==> config.mk <==
export PLATFORM = sky130hd
export DESIGN_NAME = aphp_host
export DESIGN_NICKNAME = d
export VERILOG_FILES = /design/src/logic/aphp_pkg.sv /design/src/logic/aphp_timer.sv /design/src/logic/aphp_host.sv
export VERILOG_INCLUDE_DIRS = /design/src /design/src/logic
export SDC_FILE = /design/constraint.sdc
export NUM_CORES = 1
export LEC_CHECK = 0
export ABC_AREA = 1
export BUFFER_PORTS_ARGS = -buffer_cell sky130_fd_sc_hd__buf_2
export CAP_MARGIN = 20
export CORE_ASPECT_RATIO = 2
export CORE_MARGIN = 5
export CORE_UTILIZATION = 30
export DETAILED_ROUTE_END_ITERATION = 6
export MAX_ROUTING_LAYER = met4
export SYNTH_ARGS = -nofsm -noshare
export SYNTH_HDL_FRONTEND = slang
export SYNTH_SLANG_ARGS = --single-unit
==> constraint.sdc <==
create_clock -name sys_clk -period 4.9 [get_ports sys_clk]
set_clock_uncertainty 0.2 [all_clocks]
set_input_delay 0.245 -clock sys_clk [delete_from_list [all_inputs] [get_ports sys_clk]]
set_output_delay 0.245 -clock sys_clk [all_outputs]
set_load 0.01 [all_outputs]
==> src/logic/aphp_defs.svh <==
`ifndef APHP_DEFS_SVH
`define APHP_DEFS_SVH

// Clock rate and documented times
`define APHP_CLK_MHZ        100
`define APHP_RESET_US       10
`define APHP_STARTUP_MS     1
`define APHP_RESET_CYC      ((`APHP_RESET_US * `APHP_CLK_MHZ))
`define APHP_STARTUP_CYC    ((`APHP_STARTUP_MS * 1000 * `APHP_CLK_MHZ))
`define APHP_SETUP_NS       15
`define APHP_STROBE_NS      15
`define APHP_RECOV_NS       10
`define APHP_READ_NS        30
`define APHP_CLK_NS         10
`define APHP_SETUP_CYC      ((`APHP_SETUP_NS + `APHP_CLK_NS - 1) / `APHP_CLK_NS)
`define APHP_STROBE_CYC     ((`APHP_STROBE_NS + `APHP_CLK_NS - 1) / `APHP_CLK_NS)
`define APHP_RECOV_CYC      ((`APHP_RECOV_NS + `APHP_CLK_NS - 1) / `APHP_CLK_NS)
`define APHP_READ_CYC       ((`APHP_READ_NS + `APHP_CLK_NS - 1) / `APHP_CLK_NS)
// Mode strap encodings, bit3 down to bit0
`define APHP_STRAP_8BIT     4'h8
`define APHP_STRAP_16BIT    4'h7
`define APHP_ADDR_W         14

`endif

==> src/logic/aphp_pkg.sv <==
package aphp_pkg;
    typedef enum logic {
        APHP_W8,
        APHP_W16
    } aphp_width_t;
    typedef enum logic [2:0] {
        APHP_RST,
        APHP_BOOT,
        APHP_IDLE,
        APHP_SETUP,
        APHP_STROBE,
        APHP_RECOV
    } aphp_state_t;
endpackage

==> src/logic/aphp_timer.sv <==
`timescale 1ns/1ps
module aphp_timer #(
    parameter int W = 17
) (
    input  wire logic         sys_clk,
    input  wire logic         rst,
    input  wire logic         load,
    input  wire logic [W-1:0] count,
    output logic              done
);
    logic [W-1:0] cnt_r;

    always_ff @(posedge sys_clk) begin
        if (rst) begin
            cnt_r <= '0;
        end else if (load) begin
            cnt_r <= count;
        end else if (cnt_r != '0) begin
            cnt_r <= cnt_r - 1'b1;
        end
    end

    // Done ignores load, so a caller may reload on done without a combinational loop
    assign done = (cnt_r == '0);
endmodule // aphp_timer

==> src/logic/aphp_host.sv <==
`timescale 1ns/1ps
`include "aphp_defs.svh"
// Operation
// - Host selects parallel port through the four mode straps.
// - Host takes interrupt line into an input software can test.
// - 8-bit mode uses byte address lines 0 to 13.
// - 16-bit mode uses lines 1 to 13 and 16-bit data.
// - 8-bit write strobe active low; pure strobe or read-not-write.
// - 8-bit mode straps: low three low, top strap high.
// - 16-bit mode straps: low three high, top strap low.
module aphp_host #(
    parameter int RESET_CYC   = `APHP_RESET_CYC,
    parameter int STARTUP_CYC = `APHP_STARTUP_CYC,
    parameter bit WIDE        = 1'b0
) (
    input  wire logic                    sys_clk,
    input  wire logic                    rst,
    input  wire logic                    req_valid,
    input  wire logic                    req_write,
    input  wire logic [`APHP_ADDR_W-1:0] req_addr,
    input  wire logic [15:0]             req_wdata,
    input  wire logic [1:0]              req_be,
    output logic                         req_ready,
    output logic                         rsp_valid,
    output logic [15:0]                  rsp_rdata,
    output logic                         irq_pending,
    output aphp_pkg::aphp_width_t        bus_width,
    output logic                         module_reset_n,
    output logic [3:0]                   mode_strap_o,
    output logic [3:0]                   mode_strap_oe,
    output logic                         cs_n,
    output logic                         oe_n,
    output logic                         lower_byte_write_n,
    output logic                         upper_byte_write_n,
    output logic [`APHP_ADDR_W-1:0]      addr,
    output logic [15:0]                  data_o,
    output logic [15:0]                  data_oe,
    input  wire logic [15:0]             data_i,
    input  wire logic                    irq_n
);
    import aphp_pkg::*;

    localparam int TW = 17;

    aphp_state_t      state_r, state_nxt;
    logic             wr_r, rd_hit;
    logic [1:0]       be_r;
    logic [15:0]      wdata_r, rdata_r;
    logic [`APHP_ADDR_W-1:0] addr_r;
    logic             rsp_r, irq_r, reset_n_r;
    logic             tload;
    logic [TW-1:0]    tcount;
    logic             tdone;
    logic             strap_drive;
    logic [3:0]       strap_val;
    logic             started_r, rst_kick;

    aphp_timer #(.W(TW)) u_timer (
        .sys_clk (sys_clk),
        .rst     (rst),
        .load    (tload),
        .count   (tcount),
        .done    (tdone)
    );

    // Straps held while the module is in reset and into startup
    assign strap_val   = WIDE ? `APHP_STRAP_16BIT : `APHP_STRAP_8BIT;
    assign strap_drive = (state_r == APHP_RST) || (state_r == APHP_BOOT);
    assign mode_strap_o  = strap_val;
    assign mode_strap_oe = strap_drive ? 4'hF : 4'h0;
    assign bus_width     = WIDE ? APHP_W16 : APHP_W8;

    always_comb begin
        state_nxt = state_r;
        tload     = 1'b0;
        tcount    = '0;
        unique case (state_r)
            APHP_RST: begin
                // The module reset pulse is counted out before the startup wait begins
                if (rst_kick) begin
                    tload     = 1'b1;
                    tcount    = TW'(RESET_CYC);
                end else if (tdone) begin
                    state_nxt = APHP_BOOT;
                    tload     = 1'b1;
                    tcount    = TW'(STARTUP_CYC);
                end
            end
            APHP_BOOT: begin
                if (tdone) begin
                    state_nxt = APHP_IDLE;
                end
            end
            APHP_IDLE: begin
                if (req_valid) begin
                    state_nxt = APHP_SETUP;
                    tload     = 1'b1;
                    tcount    = TW'(`APHP_SETUP_CYC);
                end
            end
            APHP_SETUP: begin
                if (tdone) begin
                    state_nxt = APHP_STROBE;
                    tload     = 1'b1;
                    tcount    = wr_r ? TW'(`APHP_STROBE_CYC) : TW'(`APHP_READ_CYC);
                end
            end
            APHP_STROBE: begin
                if (tdone) begin
                    state_nxt = APHP_RECOV;
                    tload     = 1'b1;
                    tcount    = TW'(`APHP_RECOV_CYC);
                end
            end
            APHP_RECOV: begin
                if (tdone) begin
                    state_nxt = APHP_IDLE;
                end
            end
            default: state_nxt = APHP_RST;
        endcase
    end

    // Reset pulse is timed from the first cycle after rst
    always_ff @(posedge sys_clk) begin
        if (rst) begin
            state_r <= APHP_RST;
        end else begin
            state_r <= state_nxt;
        end
    end

    always_ff @(posedge sys_clk) begin
        if (rst) begin
            started_r <= 1'b0;
        end else begin
            started_r <= 1'b1;
        end
    end
    // Kick the reset timer once right after release
    assign rst_kick = !started_r;

    always_ff @(posedge sys_clk) begin
        if (rst) begin
            wr_r    <= 1'b0;
            be_r    <= 2'b00;
            wdata_r <= 16'h0000;
            addr_r  <= '1;
        end else if (state_r == APHP_IDLE && req_valid) begin
            wr_r    <= req_write;
            be_r    <= WIDE ? req_be : 2'b01;
            wdata_r <= req_wdata;
            // Word mode ignores line 0; all-ones would also ack the device interrupt
            addr_r  <= WIDE ? {req_addr[`APHP_ADDR_W-1:1], 1'b0} : req_addr;
        end
    end

    assign rd_hit = (state_r == APHP_STROBE) && !wr_r && tdone;

    always_ff @(posedge sys_clk) begin
        if (rst) begin
            rdata_r   <= 16'h0000;
            rsp_r     <= 1'b0;
            reset_n_r <= 1'b0;
            irq_r     <= 1'b0;
        end else begin
            rsp_r     <= (state_r == APHP_RECOV) && tdone;
            reset_n_r <= (state_r != APHP_RST) || (tdone && started_r);
            irq_r     <= (state_r != APHP_RST) && (state_r != APHP_BOOT) && !irq_n;
            if (rd_hit) begin
                rdata_r <= WIDE ? data_i : {8'h00, data_i[7:0]};
            end
        end
    end


    assign module_reset_n     = reset_n_r;
    assign req_ready          = (state_r == APHP_IDLE);
    assign rsp_valid          = rsp_r;
    assign rsp_rdata          = rdata_r;
    assign irq_pending        = irq_r;
    assign addr               = addr_r;
    assign cs_n               = !((state_r == APHP_SETUP) || (state_r == APHP_STROBE));
    // Output enable only asserted for reads so the bus never fights
    assign oe_n               = !((state_r == APHP_SETUP || state_r == APHP_STROBE) && !wr_r);
    assign lower_byte_write_n = !((state_r == APHP_STROBE) && wr_r && be_r[0]);
    assign upper_byte_write_n = !((state_r == APHP_STROBE) && wr_r && be_r[1] && WIDE);
    assign data_o             = wdata_r;
    // Upper lines are device indicator outputs in byte mode
    assign data_oe = (wr_r && (state_r == APHP_SETUP || state_r == APHP_STROBE || state_r == APHP_RECOV))
                     ? (WIDE ? 16'hFFFF : 16'h00FF) : 16'h0000;

    cov_write_c: cover property (@(posedge sys_clk) !lower_byte_write_n);
    cov_read_c:  cover property (@(posedge sys_clk) rsp_valid);
    cov_irq_c:   cover property (@(posedge sys_clk) irq_pending);

    no_fight_a: assert property (@(posedge sys_clk) disable iff (rst)
        !oe_n |-> data_oe == 16'h0000) else $error("data driven during read");
    cs_gate_a: assert property (@(posedge sys_clk) disable iff (rst)
        cs_n |-> oe_n && lower_byte_write_n && upper_byte_write_n) else $error("strobe without select");
    strap_hold_a: assert property (@(posedge sys_clk) disable iff (rst)
        !module_reset_n |-> mode_strap_oe == 4'hF) else $error("straps not held in reset");
    strap_val_a: assert property (@(posedge sys_clk) disable iff (rst)
        mode_strap_oe != 4'h0 |-> mode_strap_o == {!WIDE, {3{WIDE}}}) else $error("bad strap code");
    byte_upper_a: assert property (@(posedge sys_clk) disable iff (rst)
        !WIDE |-> data_oe[15:8] == 8'h00 && upper_byte_write_n) else $error("upper lane driven");
    wr_data_a: assert property (@(posedge sys_clk) disable iff (rst)
        !lower_byte_write_n |-> data_oe[0] && !cs_n) else $error("write without data");
    wr_pulse_a: assert property (@(posedge sys_clk) disable iff (rst)
        $fell(lower_byte_write_n) |-> !lower_byte_write_n[*2]) else $error("write pulse short");
    word_addr_a: assert property (@(posedge sys_clk) disable iff (rst)
        WIDE && !cs_n |-> !addr[0]) else $error("line 0 used in word mode");
    irq_boot_a: assert property (@(posedge sys_clk) disable iff (rst)
        !module_reset_n |=> !irq_pending) else $error("irq during reset");
endmodule // aphp_host

==> results_dict.tcl, run 1 <==
set metrics [dict create \
    endpoint_kind "flip-flop" \
    synth_compound_area_share_pct 7.88 \
    ant_nets 0 \
    clk_path_buf_depth 2 \
    grt.total_usage_pct 14.3 \
    setup_tns_ps 0 \
    fin_cells 673 \
    p_comb_share_pct 17.1 \
    crit_fanout 36 \
    dp.cells 619 \
    portBuffers 99 \
    cap_violations 0 \
    root_buffer "clkbuf_16" \
    nets 592 \
    synth_top_cell_area_share_pct 42.5 \
    grt_pass1_vias 2964 \
    cts_buffers 9 \
    worstPathCellList "inv_1 -> nor2_1 -> nand2_1 -> inv_2 -> nand2_4 -> inv_1 -> nor2_1 -> nor2_1" \
    fin_area_um2 4110 \
    clkPwrFrac_pct 42.2 \
    yosysTopAreaCell "dfxtp_1" \
    cpMaxStageDelayCell "inv_1" \
    slew_headroom_pct 37.0 \
    routed_via_density 4.47 \
    cts_resized 0 \
    synth_warnings 0 \
    ios 132 \
    synth_cells 414 \
    wl_per_cell_um 12.3 \
    ys.flop_type "dfxtp_1" \
    path_common_cell "nor2_1" \
    wl_mm 8.27 \
    switchingPower_uw 369 \
    initial_utilization_pct 30.7 \
    p_int_mw 1.01 \
    gp_congestion 0.857 \
    cp_slowest_stage_delay_ps 770 \
    synth_most_common_cell "nor2_1" \
    post_synth_num_cell_types 32 \
    grt_antenna_before_repair 0 \
    layout_setup_ws_ps 2570 \
    post_dp_cell_area_um2 3440 \
    clkSlewWorstSetupHoldPaths_ps 50 \
    period_minus_slack_ps 2330 \
    die_w_um 80.9 \
    dpl.hpwl_mm 6.04 \
    die_h_um 152 \
    dpl_worst_slack_ps 2570 \
    dr.first_iter.drc_count 69 \
    critPathRequiredTime_ps 4950 \
    tritoncts "built" \
    h-tree-depth 3 \
    swShare_pct 26.8 \
    antenna_cells 0 \
    avgSynthCellArea_um2 7.29 \
    p_leak_nw 1.97 \
    synth_async_sr_flop_share_pct 0 \
    critPathKind "flip-flop to flip-flop" \
    max_freq_mhz 429 \
    num_rows 51 \
    design.core.area_um2 9830 \
    drive_above_1_share_pct 25.1 \
    arrival_ps 2380 \
    dr.pass1.iters 5 \
    path_delay_family "buffers and inverters" \
    clk_latency_ps 320 \
    final-setup-viol-count 0 \
    drc 0 \
    critPathBufInv 3 \
    synthMuxAreaShare_pct 0 \
    grt_pass1_wl_mm 13.6 \
    slew_violations 0 \
    synth_xor_area_share_pct 3.77 \
    power.density_nw_per_um2 335 \
    pwr-share-seq_pct 40.7 \
    hold_viol_final 0 \
    die_area_um2 12300 \
    fillCellCount 1009 \
    synthesis.area_um2 3020 \
    outcome "finished clean" \
    start_kind "flip-flop" \
    ys_ff_latch 64 \
    grt_max_degree 40 \
    synth_top_family_by_area "simple AND/OR/NAND/NOR gates" \
    grt_overflow 0 \
    syn_to_final_growth_pct 36.1 \
    synth_adder_area_share_pct 0.830 \
    synthSimpleGateAreaFrac_pct 31.0 \
    rsz0062_at_grt "no" \
    dr_total_vias 3009 \
    cts_sinks 64 \
    tightestPinTransition_ps 944 \
    ys_top_cells_by_count "nor2_1, nand2_1, dfxtp_1" \
    synth_edf_count 0 \
    yosysSeqAreaShare_pct 42.5 \
    finalCritPeriodShare_pct 47.6 \
    final_util_pct 41.8 \
    synth_area_leaders "dfxtp_1, nor2_1, nand2_1, buf_4, o21ai_0" \
    irDropWorstVdd_uv 191 \
    hold_class "primary input to flip-flop" \
]
## layout make-up
class	instances	area [um^2]	area share, %
multi-input cells	297	1390	34.0
clock inverters	3	17.5	0.427
flip-flops and latches	64	1280	31.2
inverters	26	97.6	2.38
clock buffers	12	256	6.25
well taps	132	165	4.02
repair buffers	139	893	21.8
## power groups by stage
stage	Sequential, mW	Clock [mW]	Combinational [mW]
global placement	0.569	0	0.207
CTS	0.559	0.595	0.235
detailed placement	0.570	0	0.209
floorplan	0.566	0	0.180
global route	0.562	0.615	0.269
finish	0.560	0.580	0.236
## flip-flops by register name, indices dropped and copies added, names as in the netlist
name,cells
addr,14
irq_pending,1
u_timer.cnt_r,17
wr_r,1
data_o,16
started_r,1
state_r,3
be_r,1
rsp_valid,1
module_reset_n,1
rsp_rdata,8
## worst register-to-register path: stages (launching register included)
cell	delay (ps)
dfxtp_1	400
inv_1	80
nor2_1	130
nand2_1	120
inv_2	90
nand2_4	200
inv_1	780
nor2_1	100
nor2_1	160
## placed cells by master, fill, tap and decap left out, types with 3 or more instances in the layout
| cell | n |
|---|---|
| a21oi_1 | 9 |
| buf_2 | 99 |
| clkbuf_16 | 9 |
| conb_1 | 22 |
| dfxtp_1 | 64 |
| dlygate4sd3_1 | 39 |
| inv_1 | 23 |
| inv_2 | 3 |
| nand2_1 | 76 |
| nand2_2 | 5 |
| nand3_1 | 24 |
| nand4_1 | 5 |
| nor2_1 | 86 |
| nor2_2 | 5 |
| nor3_1 | 4 |
| o21ai_0 | 31 |
| xnor2_1 | 7 |
| xor2_1 | 6 |
## final timing paths
path / from / end / slack (ps) / depth (start not counted)
setup / recovery: state_r[1] / data_o[3] / 2570 / 8
hold / removal: req_write / wr_r / 20 / 3
setup reg to reg: state_r[1] / data_o[3] / 2570 / 8
hold reg to reg: addr[13] / addr[13] / 270 / 2
## routing by layer
metal	wire (um)	up-vias	GRT usage, %
li1	-	1495	-
met1	2820	1389	13.2
met2	4640	104	26.3
met3	489	21	2.96
met4	319	0	7.82
met5	0	-	-
## cells by family after synthesis
| kind of cell | count (synthesis) |
|---|---|
| other cells | 2 |
| simple gates | 215 |
| xor+xnor | 13 |
| fa+ha+maj | 2 |
| compound gates | 45 |
| buf+inv | 73 |
| flops | 64 |
## stage by stage
stage,total power [mW],hold WS [ps]
finish,1.38,22.0
global placement,0.777,210
detailed placement,0.779,219
CTS,1.39,13.6
global route,1.45,68.0
floorplan,0.746,124
## repair_timing
item	CTS	global route
endpoints found under the hold margin	39	0
hold buffers	39	0
buffers inserted	0	0
(Power assumes the default switching activity.)
==> run 2: changes to the inputs <==
Clock period 4.9 ns to 2.4 ns, I/O delays scaled along.
==> run 2 against run 1 <==
Routed wire length rose by 2.3%; combinational power rose by 110%; hold slack improved by 39 ps; sequential power rose by 100%; global-route usage rose by 0.18 points; via count fell by 0.96%; maximum frequency rose by 6.3%; first-iteration DRC count rose by 59%; clock power rose by 120%; critical endpoint is now rsp_rdata[5]; largest power group unchanged.
==> results_dict.tcl, run 2 (same netlist as run 1, synthesis figures left out) <==
set metrics [dict create \
    final-setup-viol-count 0 \
    irDropWorstVdd_uv 425 \
    hold_viol_final 0 \
    worst_hold_slack_ps 61.1 \
    die_area_um2 12300 \
    endpoint_kind "flip-flop" \
    ios 132 \
    tritoncts "built" \
    hold_buffers 41 \
    finalCritPeriodShare_pct 91.3 \
    cpMaxStageDelayCell "dfxtp_1" \
    drc 0 \
    gp_congestion 0.810 \
    layout_commonest_cell "buf_2" \
    critPathBufInv 3 \
    arrival_ps 2260 \
    critPathKind "flip-flop to flip-flop" \
    top_register "u_timer.cnt_r" \
    drive_above_1_share_pct 25.6 \
    fin_area_um2 4180 \
    hold_class "primary input to flip-flop" \
    wl_per_cell_um 12.5 \
    fillCellCount 1029 \
    dr_total_vias 2980 \
    slew_headroom_pct 66.1 \
    dp.cells 623 \
    clkSlewWorstSetupHoldPaths_ps 50 \
    rsz0062_at_grt "no" \
    r2r_slack_ps 210 \
    multi_input_area_um2 1390 \
    portBuffers 99 \
    setup_tns_ps 0 \
    cts_resized 0 \
    design.core.area_um2 9830 \
    start_kind "flip-flop" \
    clk_latency_ps 330 \
    h-tree-depth 3 \
    dpl.hpwl_mm 6.16 \
    post_dp_cell_area_um2 3470 \
    num_rows 51 \
    ant_nets 0 \
    period_minus_slack_ps 2190 \
    routed_via_density 4.40 \
    dr.pass1.iters 4 \
    syn_to_final_growth_pct 38.4 \
    outcome "finished clean" \
    path_delay_family "simple AND/OR/NAND/NOR gates" \
    grt_max_degree 34 \
    die_h_um 152 \
    cp_slowest_stage_delay_ps 310 \
    total_power_mw 2.92 \
    final_cell_mix "buf_2, nor2_1, nand2_1, dfxtp_1, dlygate4sd3_1" \
    slew_violations 0 \
    cts_buffers 9 \
    cts_sinks 64 \
    critPathRequiredTime_ps 2470 \
    grt_overflow 0 \
    wl_mm 8.45 \
    dr.first_iter.drc_count 110 \
    clk_path_buf_depth 2 \
    tightestPinTransition_ps 505 \
    largest_reg_flops 17 \
    power.density_nw_per_um2 700 \
    path_common_cell "nor2_1" \
    post_cts_buffers 0 \
    max_freq_mhz 456 \
    grt.total_usage_pct 14.5 \
    p_leak_nw 2.01 \
    antenna_cells 0 \
    final_util_pct 42.5 \
    grt_pass1_wl_mm 13.8 \
    grt_pass1_vias 3047 \
    initial_utilization_pct 30.7 \
    ff_latch_area_um2 1280 \
    layout_setup_ws_ps 209 \
    grt_antenna_before_repair 0 \
    crit_fanout 9 \
    fin_cells 678 \
    dpl_worst_slack_ps 230 \
    root_buffer "clkbuf_16" \
    cap_violations 0 \
    die_w_um 80.9 \
    worstPathCellList "inv_1 -> ha_1 -> inv_1 -> nor2_1 -> nand2_1 -> nor2_2 -> nand2_2 -> nor2_2 -> nand2_1 -> inv_2 -> nor2_1 -> nor2_1" \
    nets 598 \
]
[run 2: worst min-delay path: stages]
cell and delay, ps:
buf_2 130, buf_4 230, a21oi_1 50
[run 2: path summary, 6_finish.rpt]
| check | from | to | cells past startpoint |
|---|---|---|---|
| setup reg to reg | u_timer.cnt_r[0] | rsp_rdata[5] | 12 |
| setup / recovery | u_timer.cnt_r[0] | rsp_rdata[5] | 12 |
| hold reg to reg | addr[12] | addr[12] | 2 |
| hold / removal | rst | state_r[2] | 3 |
[run 2: report_power, final]
group | total (mW) | internal [mW] | switching [mW]
logic | 0.488 | 0.210 | 0.278
registers | 1.14 | 1.10 | 0.0380
clock network | 1.29 | 0.845 | 0.449
[run 2: final cells by class]
cell class | instances | share of cell area (%)
Clock buffer | 11 | 6.05
Clock inverter | 3 | 1.02
Inverter | 26 | 2.34
Multi-Input combinational cell | 297 | 33.4
Sequential cell | 64 | 30.7
Tap cell | 132 | 3.95
Timing Repair Buffer | 145 | 22.6
[run 2: routing by layer]
metal  vias to the layer above  GRT usage [%]  share of wire [%]
li1                       1507              -                  -
met1                      1354           12.8                 36
met2                        98           27.4                 56
met3                        21           2.25                4.5
met4                         0           8.46                3.3
met5                         -              -                  0
==> run 3: changes to the inputs <==
--- a/config.mk
+++ b/config.mk
@@ -14,2 +14,3 @@
 export CORE_UTILIZATION = 30
+export CTS_CLUSTER_SIZE = 12
 export DETAILED_ROUTE_END_ITERATION = 6
==> constraint.sdc (replaced) <==
create_clock -name sys_clk -period 2.4 [get_ports sys_clk]
set_clock_uncertainty 0.2 [all_clocks]
set_input_delay 0.24 -clock sys_clk [delete_from_list [all_inputs] [get_ports sys_clk]]
set_output_delay 0.24 -clock sys_clk [all_outputs]
set_load 0.01 [all_outputs]
==> run 3 against run 2 <==
Highest routed layer unchanged; final cell count unchanged; core utilization up 0.17 points; largest power group unchanged; die area unchanged; design area up 0.39%; clock-buffer cell count up 1; register-to-register slack better by 30 ps.
==> results_dict.tcl, run 3 (same netlist as run 1, synthesis figures left out) <==
set metrics [dict create \
    outcome "finished clean" \
    critPathRequiredTime_ps 2460 \
    nets 597 \
    grt.total_usage_pct 13.9 \
    clk_path_buf_depth 2 \
    die_w_um 80.9 \
    drc 0 \
    cts_resized 0 \
    routed_via_density 4.36 \
    die_h_um 152 \
    grt_antenna_before_repair 0 \
    layout_commonest_cell "buf_2" \
    critPathKind "flip-flop to flip-flop" \
    slew_violations 0 \
    largest_reg_flops 17 \
    syn_to_final_growth_pct 39.0 \
    grt_max_degree 41 \
    setup_tns_ps 0 \
    ios 132 \
    design.core.area_um2 9830 \
    endpoint_kind "flip-flop" \
    max_freq_mhz 462 \
    finalCritPeriodShare_pct 90.2 \
    cap_violations 0 \
    drive_above_1_share_pct 25.6 \
    die_area_um2 12300 \
    wl_mm 8.19 \
    ant_nets 0 \
    hold_viol_final 0 \
    dr.pass1.iters 4 \
    gp_congestion 0.820 \
    cts_buffers 9 \
    dpl.hpwl_mm 6.11 \
    dr_total_vias 2953 \
    final_cell_mix "buf_2, nor2_1, nand2_1, dfxtp_1, dlygate4sd3_1" \
    cts_sinks 64 \
    grt_overflow 0 \
    p_leak_nw 2.02 \
    final-setup-viol-count 0 \
    tritoncts "built" \
    grt_pass1_wl_mm 13.1 \
    clk_latency_ps 320 \
    grt_pass1_vias 2881 \
    wl_per_cell_um 12.1 \
    dp.cells 623 \
    clkSlewWorstSetupHoldPaths_ps 50 \
    period_minus_slack_ps 2170 \
    portBuffers 99 \
    initial_utilization_pct 30.7 \
    irDropWorstVdd_uv 491 \
    top_register "u_timer.cnt_r" \
    rsz0062_at_grt "no" \
    power.density_nw_per_um2 722 \
    final_util_pct 42.7 \
    fillCellCount 1023 \
    crit_fanout 9 \
    fin_cells 678 \
    dr.first_iter.drc_count 105 \
    start_kind "flip-flop" \
    root_buffer "clkbuf_16" \
    arrival_ps 2230 \
    h-tree-depth 3 \
    antenna_cells 0 \
    num_rows 51 \
    hold_class "primary input to flip-flop" \
]
[run 3: cell types whose count changed in the layout (fill, tap and decap cells not counted), sizes merged]
cell / previous run / this run
bufinv: 1 / 2
clkbuf: 11 / 12
clkinvlp: 1 / 0
dlygate4sd3: 41 / 40
[run 3: path summary, 6_finish.rpt]
| check | from | endpoint | slack [ps] | cells past startpoint |
|---|---|---|---|---|
| max | u_timer.cnt_r[0] | rsp_rdata[5] | 230 | 12 |
| min | rst | rsp_rdata[6] | 100 | 4 |
| max reg2reg | u_timer.cnt_r[0] | rsp_rdata[5] | 230 | 12 |
| min reg2reg | be_r[0] | be_r[0] | 270 | 2 |
[run 3: report_power, final]
group | switching (mW) | internal [mW]
Combinational | 0.276 | 0.209
Sequential | 0.0387 | 1.10
Clock | 0.439 | 0.958
Total | 0.754 | 2.27
[run 3: area by class of cell]
| class | count | area [um^2] | area share, % |
|---|---|---|---|
| Clock inverter | 3 | 65.1 | 1.55 |
| Timing Repair Buffer | 144 | 933 | 22.3 |
| Inverter | 26 | 97.6 | 2.33 |
| Clock buffer | 12 | 256 | 6.12 |
| Tap cell | 132 | 165 | 3.94 |
| Sequential cell | 64 | 1280 | 30.6 |
| Multi-Input combinational cell | 297 | 1390 | 33.2 |
[run 3: per-stage QoR]
stage | worst slack (ps) | hold WS [ps] | total power, mW | area, um^2
3_3_place_gp | 293 | 205 | 1.59 | 3470
5_1_grt | 40.1 | 140 | 3.16 | 4190
4_1_cts | 241 | 97.6 | 3.07 | 4190
6_report | 234 | 98.2 | 3.03 | 4190
2_1_floorplan | 629 | 119 | 1.52 | 3090
3_5_place_dp | 262 | 210 | 1.60 | 3470
[run 3: critical path: stages (launching register included)]
cell and delay (ps):
dfxtp_1 310, inv_1 120, ha_1 160, inv_1 50, nor2_1 80, nand2_1 60, nor2_2 190, nand2_2 190
nor2_2 140, nand2_1 230, inv_2 220, nor2_1 60, nor2_1 100
[run 3: what timing repair did]
item / in CTS / in global routing
hold endpoints to repair: 40 / 0
setup buffers: 0 / 0
hold buffers: 40 / 0
[run 3: metal layers]
layer  track usage (%)  up-vias  wire (um)
met4              8.54        0        349
met2              25.7       94       4610
met3              2.72       26        372
li1                  -     1505          -
met1              12.3     1328       2860
met5                 -        -          0
